<file path="src/include/tmr8_map.vh">
// register offsets, field positions and reset values of the 8-bit timer
`ifndef TMR8_MAP_VH
`define TMR8_MAP_VH
`define TMR8_IO_OFFSET        8'h20
`define TMR8_IO_LIMIT         8'h3f
`define TMR8_ADDR_FLAGS       8'h35
`define TMR8_ADDR_GTC         8'h43
`define TMR8_ADDR_COUNT       8'h46
`define TMR8_ADDR_CMPA        8'h47
`define TMR8_ADDR_CMPB        8'h48
`define TMR8_GTC_HOLD         7
`define TMR8_GTC_ASYNC_RST    1
`define TMR8_GTC_SHARED_RST   0
`define TMR8_FLAG_MATCH_B     2
`define TMR8_FLAG_MATCH_A     1
`define TMR8_FLAG_OVF         0
`define TMR8_EN_MATCH_B       2
`define TMR8_EN_MATCH_A       1
`define TMR8_EN_OVF           0
`define TMR8_RESET_VALUE      8'h00
`define TMR8_MAX              8'hff
`define TMR8_BOTTOM           8'h00
`define TMR8_WGM_NORMAL       3'h0
`define TMR8_WGM_PC_FF        3'h1
`define TMR8_WGM_CTC          3'h2
`define TMR8_WGM_FAST_FF      3'h3
`define TMR8_WGM_PC_OCRA      3'h5
`define TMR8_WGM_FAST_OCRA    3'h7
`endif

</file>
<file path="src/hw/tmr8_regs.v">
// register side of the 8-bit timer: control, counter, compares and flags
`timescale 1ns/1ps
`include "tmr8_map.vh"

module tmr8_regs #(
  parameter W = 8
) (
  input  wire         clock,
  input  wire         rst_n,
  input  wire [7:0]   addr,
  input  wire         io_space,
  input  wire         wr_en,
  input  wire         rd_en,
  input  wire [7:0]   wr_data,
  output reg  [7:0]   rd_data,
  input  wire         timer_tick,
  input  wire [2:0]   waveform_select,
  input  wire         count_down,
  input  wire         async_mode,
  input  wire         async_reset_done,
  input  wire [2:0]   irq_enable,
  input  wire         global_irq_enable,
  input  wire [2:0]   vector_ack,
  output reg          shared_prescaler_reset,
  output reg          async_prescaler_reset,
  output reg          wave_out_a,
  output reg          wave_out_b,
  output reg  [2:0]   irq_request
);

  ////////////////////////////////////////////////////////////////////////
  // address decode

  reg  [7:0]   eff_addr;
  reg          addr_ok;

  always @* begin
    // io accesses shifted up into the data map
    eff_addr = addr;
    addr_ok  = 1'b1;
    if (io_space) begin
      eff_addr = addr + `TMR8_IO_OFFSET;
      addr_ok  = (addr <= `TMR8_IO_LIMIT);
    end
  end

  wire wr_flags = wr_en && addr_ok && (eff_addr == `TMR8_ADDR_FLAGS);
  wire wr_gtc   = wr_en && addr_ok && (eff_addr == `TMR8_ADDR_GTC);
  wire wr_count = wr_en && addr_ok && (eff_addr == `TMR8_ADDR_COUNT);
  wire wr_cmpa  = wr_en && addr_ok && (eff_addr == `TMR8_ADDR_CMPA);
  wire wr_cmpb  = wr_en && addr_ok && (eff_addr == `TMR8_ADDR_CMPB);

  ////////////////////////////////////////////////////////////////////////
  // registers

  reg          hold_q;
  reg          async_rst_q;
  reg          shared_rst_q;
  reg  [W-1:0] count_q;
  reg  [W-1:0] cmpa_q;
  reg  [W-1:0] cmpb_q;
  wire [2:0]   flags_q;
  reg          block_q;

  // top value follows the waveform mode
  wire ocra_top = (waveform_select == `TMR8_WGM_CTC) ||
                  (waveform_select == `TMR8_WGM_PC_OCRA) ||
                  (waveform_select == `TMR8_WGM_FAST_OCRA);
  wire [W-1:0] top_val = ocra_top ? cmpa_q : {W{1'b1}};

  ////////////////////////////////////////////////////////////////////////
  // reset-done crosses in from the asynchronous timer domain

  reg          done_s1_q;
  reg          done_s2_q;
  reg          done_s3_q;
  reg          done_q;

  // a change counts only once stages two and three agree
  // the far side must hold its done level for at least two cycles
  always @(posedge clock) begin
    if (!rst_n) begin
      done_s1_q <= 1'b0;
      done_s2_q <= 1'b0;
      done_s3_q <= 1'b0;
      done_q    <= 1'b0;
    end else begin
      done_s1_q <= async_reset_done;
      done_s2_q <= done_s1_q;
      done_s3_q <= done_s2_q;
      if (done_s2_q == done_s3_q)
        done_q <= done_s3_q;
    end
  end

  // control register
  reg          hold_d;
  reg          async_rst_d;
  reg          shared_rst_d;

  always @* begin
    hold_d       = hold_q;
    async_rst_d  = async_rst_q;
    shared_rst_d = shared_rst_q;
    if (wr_gtc) begin
      hold_d = wr_data[`TMR8_GTC_HOLD];
      if (!wr_data[`TMR8_GTC_HOLD]) begin
        // leaving hold clears the shared bit; the async bit keeps a written one only in async mode
        async_rst_d  = wr_data[`TMR8_GTC_ASYNC_RST] && async_mode;
        shared_rst_d = 1'b0;
      end else begin
        async_rst_d  = wr_data[`TMR8_GTC_ASYNC_RST];
        shared_rst_d = wr_data[`TMR8_GTC_SHARED_RST];
      end
    end else if (!hold_q) begin
      shared_rst_d = 1'b0;
      // in async mode the bit waits for the far domain to finish
      if (!async_mode || done_q)
        async_rst_d = 1'b0;
    end
  end

  always @(posedge clock) begin
    if (!rst_n) begin
      hold_q       <= 1'b0;
      async_rst_q  <= 1'b0;
      shared_rst_q <= 1'b0;
    end else begin
      hold_q       <= hold_d;
      async_rst_q  <= async_rst_d;
      shared_rst_q <= shared_rst_d;
    end
  end

  // outputs held high for at least one cycle when the bit is written
  always @(posedge clock) begin
    if (!rst_n) begin
      shared_prescaler_reset <= 1'b0;
      async_prescaler_reset  <= 1'b0;
    end else begin
      shared_prescaler_reset <= shared_rst_q ||
        (wr_gtc && wr_data[`TMR8_GTC_SHARED_RST]);
      async_prescaler_reset  <= async_rst_q ||
        (wr_gtc && wr_data[`TMR8_GTC_ASYNC_RST]);
    end
  end

  ////////////////////////////////////////////////////////////////////////
  // counter and compares

  wire match_a = (count_q == cmpa_q);
  wire match_b = (count_q == cmpb_q);
  wire ev_a    = timer_tick && match_a && !block_q;
  wire ev_b    = timer_tick && match_b && !block_q;

  reg ovf_ev;

  always @* begin
    case (waveform_select)
      `TMR8_WGM_PC_FF,
      `TMR8_WGM_PC_OCRA:
        ovf_ev = timer_tick && (count_q == `TMR8_BOTTOM) && count_down;
      `TMR8_WGM_FAST_OCRA:
        ovf_ev = timer_tick && (count_q == top_val);
      default:
        ovf_ev = timer_tick && (count_q == `TMR8_MAX);
    endcase
  end

  reg  [W-1:0] count_d;
  reg  [W-1:0] cmpa_d;
  reg  [W-1:0] cmpb_d;
  reg          block_d;

  always @* begin
    count_d = count_q;
    cmpa_d  = cmpa_q;
    cmpb_d  = cmpb_q;
    block_d = block_q;
    if (wr_cmpa)
      cmpa_d = wr_data[W-1:0];
    if (wr_cmpb)
      cmpb_d = wr_data[W-1:0];
    if (wr_count) begin
      // a software load wins over a tick in the same cycle
      count_d = wr_data[W-1:0];
      block_d = 1'b1;
    end else if (timer_tick) begin
      block_d = 1'b0;
      if (count_down)
        count_d = count_q - 1'b1;
      else if (count_q == top_val)
        count_d = {W{1'b0}};
      else
        count_d = count_q + 1'b1;
    end
  end

  always @(posedge clock) begin
    if (!rst_n) begin
      count_q <= {W{1'b0}};
      cmpa_q  <= {W{1'b0}};
      cmpb_q  <= {W{1'b0}};
      block_q <= 1'b0;
    end else begin
      count_q <= count_d;
      cmpa_q  <= cmpa_d;
      cmpb_q  <= cmpb_d;
      block_q <= block_d;
    end
  end

  // simple toggle-on-match waveform outputs
  always @(posedge clock) begin
    if (!rst_n) begin
      wave_out_a <= 1'b0;
      wave_out_b <= 1'b0;
    end else begin
      if (ev_a)
        wave_out_a <= ~wave_out_a;
      if (ev_b)
        wave_out_b <= ~wave_out_b;
    end
  end

  ////////////////////////////////////////////////////////////////////////
  // flags: a hardware set wins over a clear in the same cycle

  wire [2:0] set_v = {ev_b, ev_a, ovf_ev};
  wire [2:0] wr_clr = wr_flags ? wr_data[2:0] : 3'h0;
  wire [2:0] clr_v  = wr_clr | vector_ack;

  tmr8_flag tmr8_flag_ovf_inst (
    .clock  (clock),
    .rst_n  (rst_n),
    .set_ev (set_v[0]),
    .clr_ev (clr_v[0]),
    .flag_q (flags_q[0])
  );

  tmr8_flag tmr8_flag_a_inst (
    .clock  (clock),
    .rst_n  (rst_n),
    .set_ev (set_v[1]),
    .clr_ev (clr_v[1]),
    .flag_q (flags_q[1])
  );

  tmr8_flag tmr8_flag_b_inst (
    .clock  (clock),
    .rst_n  (rst_n),
    .set_ev (set_v[2]),
    .clr_ev (clr_v[2]),
    .flag_q (flags_q[2])
  );

  // registered so a request never glitches while flags settle

  always @(posedge clock) begin
    if (!rst_n)
      irq_request <= 3'h0;
    else
      irq_request <= {3{global_irq_enable}} & irq_enable & flags_q;
  end

  ////////////////////////////////////////////////////////////////////////
  // read port

  always @(posedge clock) begin
    if (!rst_n) begin
      rd_data <= `TMR8_RESET_VALUE;
    end else if (rd_en) begin
      rd_data <= 8'h00;
      if (addr_ok) begin
        case (eff_addr)
          `TMR8_ADDR_FLAGS: rd_data <= {5'h00, flags_q};
          `TMR8_ADDR_GTC:   rd_data <= {hold_q, 5'h00, async_rst_q,
                                        shared_rst_q};
          `TMR8_ADDR_COUNT: rd_data <= count_q;
          `TMR8_ADDR_CMPA:  rd_data <= cmpa_q;
          `TMR8_ADDR_CMPB:  rd_data <= cmpb_q;
          default:          rd_data <= 8'h00;
        endcase
      end
    end
  end

endmodule

////////////////////////////////////////////////////////////////////////////
// one event flag: a hardware set wins over a clear in the same cycle

module tmr8_flag (
  input  wire clock,
  input  wire rst_n,
  input  wire set_ev,
  input  wire clr_ev,
  output reg  flag_q
);

  // software that clears as an event lands loses that clear on purpose
  always @(posedge clock) begin
    if (!rst_n)
      flag_q <= 1'b0;
    else if (set_ev)
      flag_q <= 1'b1;
    else if (clr_ev)
      flag_q <= 1'b0;
  end

endmodule

</file>
<file path="config.mk">
export PLATFORM = sky130hd
export DESIGN_NAME = tmr8_regs
export DESIGN_NICKNAME = d
export VERILOG_FILES = /design/src/hw/tmr8_regs.v
export VERILOG_INCLUDE_DIRS = /design/src /design/src/include
export SDC_FILE = /design/constraint.sdc
export NUM_CORES = 1
export LEC_CHECK = 0
export BUFFER_PORTS_ARGS = -buffer_cell sky130_fd_sc_hd__buf_2
export CAP_MARGIN = 20
export CORE_UTILIZATION = 40
export CTS_CLUSTER_SIZE = 12
export DETAILED_ROUTE_END_ITERATION = 16
export HOLD_SLACK_MARGIN = 0.05
export PLACE_DENSITY = 0.68
export SLEW_MARGIN = 20
export SYNTH_ARGS = -nofsm -noshare
export SYNTH_HDL_FRONTEND = slang
export SYNTH_SLANG_ARGS = --single-unit
</file>
<file path="constraint.sdc">
create_clock -name clock -period 2.3 [get_ports clock]
set_input_delay 0 -clock clock [delete_from_list [all_inputs] [get_ports clock]]
set_output_delay 0 -clock clock [all_outputs]
set_load 0.02 [all_outputs]
</file>
== Word-level counts from Yosys, hierarchy flattened ==
Index checks and enable logic that the tools add are counted.
Word-level totals
  logic and storage cells: 102
  flip-flop bits (word level): 50
  output and inout bits: 15
Cells by class
  muxes and demuxes: 26
  reductions and logical operators: 32
  $lt $le $gt $ge: 1
  add/sub/neg operators: 3
  bitwise operators: 5
  equality and inequality tests: 15
Operator list (number)
  8-bit two-way mux: 7
  8-bit case mux with 5 select lines: 1
  8-bit by 7-bit equality test with 1-bit output (second input constant): 4
  8-bit equality test: 3
  1-bit logical AND: 17
  1-bit two-way mux: 16
  2-bit nonzero test: 5
  8-bit by 1-bit adder with 8-bit output (second input constant): 1
  8-bit by 6-bit adder with 8-bit output (second input constant): 1
  8-bit by 6-bit equality test with 1-bit output (second input constant): 1
  8-bit equality test (second input constant): 1
  8-bit by 6-bit <= comparator with 1-bit output (second input constant): 1
  8-bit logical NOT: 1
  8-bit by 1-bit subtractor with 8-bit output (second input constant): 1
  3-bit bitwise AND: 2
  3-bit equality test (second input constant): 2
  1-bit logical OR: 5
  3-bit by 1-bit equality test with 1-bit output (second input constant): 1
  3-bit by 2-bit equality test with 1-bit output (second input constant): 1
  3-bit two-way mux: 1
  3-bit OR: 1
  1-bit logical NOT: 2
  2-bit != test (second input constant): 1
  1-bit NOT: 2
  other kinds (4): 4

== Depth between registers and ports, before layout ==
  depth after elaboration: 9
  mapped depth: 8

== Cells and area by module ==
A second synthesis with hierarchy kept.
Second synthesis, totals
  cells, all modules: 352
  area, all modules: 3079.2 µm²
By module, submodules not included
  tmr8_regs: area each 2955.3 µm², cells each 343, instances 1, seq. area each 940.9 µm²
  tmr8_flag: area each 41.3 µm², cells each 3, instances 3, seq. area each 20.0 µm²

== Worst setup path before layout ==
No wires, ideal clock.
  path kind: reg-to-reg
  from: reg count_q[1]
  to: reg count_q[0]
  path slack: 0.457 ns
  arrival: 1.724 ns
  clock period less this slack: 1.843 ns
  required time: 2.181 ns
  cell stages (with the launch flop): 7
  path buffers: 1
  cell sequence: dfxtp_1 clkbuf_1 and4_1 nor4bb_1 a31oi_1 o311a_1 o221a_2
Between the ends
  word-level cells in the longest chain between the ends: 5
RTL lines
  from (decl): RTL line tmr8_regs.v:59  | reg [W-1:0] count_q;
  from (signal assigned): RTL line tmr8_regs.v:201  | count_q <= {W{1'b0}};
  from (signal assigned): RTL line tmr8_regs.v:206  | count_q <= count_d;
  8-bit equality test: RTL line tmr8_regs.v:192  | else if (count_q == top_val)
  8-bit two-way mux: RTL line tmr8_regs.v:192
  8-bit two-way mux: RTL line tmr8_regs.v:190  | if (count_down)
  8-bit two-way mux: RTL line tmr8_regs.v:188  | end else if (timer_tick) begin
  8-bit two-way mux: RTL line tmr8_regs.v:184  | if (wr_count) begin
No other way between the ends. The select of a mux whose other input is x is not followed.
A chain may end at the register's enable or synchronous reset.

== Worst setup path after layout ==
  from: reg count_q[4]
  to: reg count_q[0]
Same word-level chain as after synthesis.

==> flow_summary.toml <==
[critical_path]
r2r_start = "count_q[4]"
path_depth = 5
regToRegEndpoint = "count_q[0]"
reg2reg_depth = 5
critPathLaunchType = "flip-flop"
crit_fanout = 15
crit_slowest_cell = "dfxtp_1"
crit_buf_inv = 0
cp_cell_sequence = "nand4_1, nor4bb_1, a31oi_1, o311a_1, o221a_2"
cp_data_required_time_ns = 2.51
rrSetupSlack_ns = 0.26
crit_type = "flip-flop to flip-flop"
slowest_delay_ns = 0.62
critPathTopFamily = "compound AO/OA/AOI/OAI gates"
cp.arrival_ns = 2.24
endpoint_kind = "flip-flop"
critPathCapture = "count_q[0]"
crit_start = "count_q[4]"

[synth]
synth-xor-area-share_pct = 3.861
synthAdderAreaFrac_pct = 1.697
ys.flop_type = "dfxtp_1"
async_reset_ff_share_pct = 0
synth_fp_nets = 379
synth-compound-area-share_pct = 22.57
synth_top_family_by_area = "simple AND/OR/NAND/NOR gates"
synth_warnings = 0
synth_seq_area_share_pct = 33.94
ys_seq_elements = 50
synth-edff-count = 0
postSynthCellCount = 340
synth_simple_gate_area_share_pct = 24.14
syn_area_um2 = 2949
muxShareOfSynthArea_pct = 8.825
synth.distinct_cells = 66
syn_avg_cell_area_um2 = 8.674

[placed_design]
post_dp_cell_area_um2 = 3318
place_congestion = 0.8854
place_ws_ns = 0.2951
port_buffers = 49
dp.cells = 477
hpwlAfterDp_mm = 5.959

[pwr]
p_total_mw = 1.970
swShare_pct = 29.11
ir_worst_vdd_mv = 0.2581
power.switching_uw = 573.5
p_int_mw = 1.397
combinationalPowerShare_pct = 20.5
power_density_nw_per_um2 = 549.2
seqPwrFrac_pct = 47.7
clkPwrFrac_pct = 31.8
p_leak_nw = 1.435

[run_status]
status = "finished clean"

[sta]
slew_headroom_pct = 55.05
rsz0062_at_grt = "false"
tightestPinTransition_ns = 0.6712
setup_ws_ns = 0.2640
fmax_ghz = 0.4912
slew_violations = 0
finalHoldViolations = 0
finalSetupViolations = 0
finalCritPeriodShare_pct = 88.52
clock_skew_ns = 0.007713
tns_ns = 0
period_needed_ns = 2.036
whs_ns = 0.08824

[floorplanning]
die-area_um2 = 7720
fp.dieH_um = 87.87
start_util_pct = 42.47
die_w_um = 87.87
io_pins = 50
rows = 30
core_um2 = 6944

[routing]
postRouteWirelength_mm = 8.080
dr.pass1.iters = 5
drc_errors = 0
ant_nets = 0
drt_iter0_drc = 260
viasPerCell = 5.706
wl_per_cell_um = 16.16
dr_total_vias = 2853

[clocking]
clkLatencyLatePin_ns = 0.31
clkSinkCount = 50
cts_tree = "done"
cts_root_buffer = "clkbuf_8"
ctsLongestPathBuffers = 2
cts_buffers = 5
clkTransAtPathRegs_ns = 0.10
cts-htree-levels = 2

[global_route]
grt_pass1_vias = 2598
grt_max_degree = 20
grt_pass1_wl_mm = 13.25
grt_usage_pct = 22.22
grt_overflow = 0
antenna_found_initial = 0

[final_layout]
antennaDiodeCount = 0
layout.nets = 442
fin_cells = 500
final_core_util_pct = 51.66
post_route_cells_drive_above_1_share_pct = 20.30
nFillCells = 676
final_area_um2 = 3587
area_growth_pct = 21.64

[run]
cap_violations = 0

[min_path]
hold_path.class = "input port to flip-flop"
## power by group through the flow
stage / combinational (mW) / sequential, mW / clock [mW]
after global placement: 0.374 / 0.957 / 0
after detailed placement: 0.377 / 0.959 / 0
after floorplan: 0.268 / 0.938 / 0
final: 0.405 / 0.940 / 0.626
after global routing: 0.448 / 0.947 / 0.674
after CTS: 0.399 / 0.939 / 0.637
## layer usage
| layer | track usage [%] | up-vias | wire length, um |
|---|---|---|---|
| met3 | 3.582 | 15 | 434 |
| met4 | 8.048 | 0 | 148 |
| li1 | - | 1390 | - |
| met1 | 31.07 | 1349 | 3849 |
| met2 | 34.46 | 99 | 3648 |
| met5 | 0 | - | 0 |
## kinds of logic after synthesis
family | after synthesis
buffers and inverters | 35
AO/OA/AOI/OAI | 87
AND/OR/NAND/NOR | 125
XOR/XNOR | 13
flip-flops | 50
multiplexers | 26
adder cells (fa/ha/maj) | 4
## worst min path at each step
stage	from	end	slack (ns)	depth (start not counted)
2_1_floorplan	rst_n	count_q[3]	0.12	2
3_3_place_gp	async_reset_done	done_s1_q	0.21	2
3_5_place_dp	async_reset_done	done_s1_q	0.21	2
4_1_cts	rst_n	count_q[3]	0.08	3
5_1_grt	rst_n	count_q[3]	0.12	3
6_report	rd_en	rd_data[1]	0.09	3
## registers in the layout, indices dropped and copies added, names as in the netlist, 3 cells and up
register	cells
rd_data	8
irq_request	3
cmpb_q	8
count_q	8
cmpa_q	8
## cells in the final DEF (no fill, tap or decap), types with 5 or more instances in the layout
cell / n
buf_4: 13
a22o_1: 5
dfxtp_1: 50
nand2b_1: 13
nor3b_1: 5
o21ai_0: 12
dlygate4sd3_1: 15
xnor2_1: 11
nor3_1: 9
nand3_1: 14
nand2_1: 13
nor2_1: 29
and2_1: 5
clkbuf_8: 5
buf_2: 49
mux2i_1: 26
or3_1: 5
a22oi_1: 6
a21oi_1: 12
nand4_1: 6
inv_1: 14
## worst min-delay path, stage by stage
cell and delay [ns]:
buf_2 0.11, nand3_1 0.12, o211ai_1 0.11
## area by class of cell
type | instances | area [um^2] | share of cell area, %
multi-input combinational | 255 | 1810 | 50.47
sequential | 50 | 1001 | 27.90
timing repair buffer | 77 | 493.0 | 13.74
tap | 96 | 120.1 | 3.348
clock buffer | 6 | 72.57 | 2.023
inverter | 14 | 52.55 | 1.465
clock inverter | 2 | 37.54 | 1.046
## repair_timing
item	4_1_cts	5_1_grt
hold buffers	15	0
hold endpoints to repair	30	0
buffers inserted	0	0
endpoints found under the setup margin	0	1
gates resized for setup	0	1
## cell usage after synthesis (all sizes together) (4+ instances only)
library cell  number  area [um^2]
ha                 4        50.05
nor3              10        61.31
inv               14        52.55
nand2             13        48.80
o211ai             4        30.03
o21ai             16        87.59
clkbuf            12        45.04
o31ai              4        30.03
and2               6        37.54
nand4              6        37.54
a22o               5        43.79
and3               5        32.53
nor3b              6        50.05
a22oi              6        45.04
or3                5        31.28
o2bb2ai            4        35.03
a21oi             12        60.06
nand2b            13        81.33
buf                9        48.80
mux2i             26        260.3
dfxtp             50         1001
nand3             14        70.07
nor2              29        108.9
xnor2             11        96.34
No activity file was read; power rests on OpenSTA's default activity.
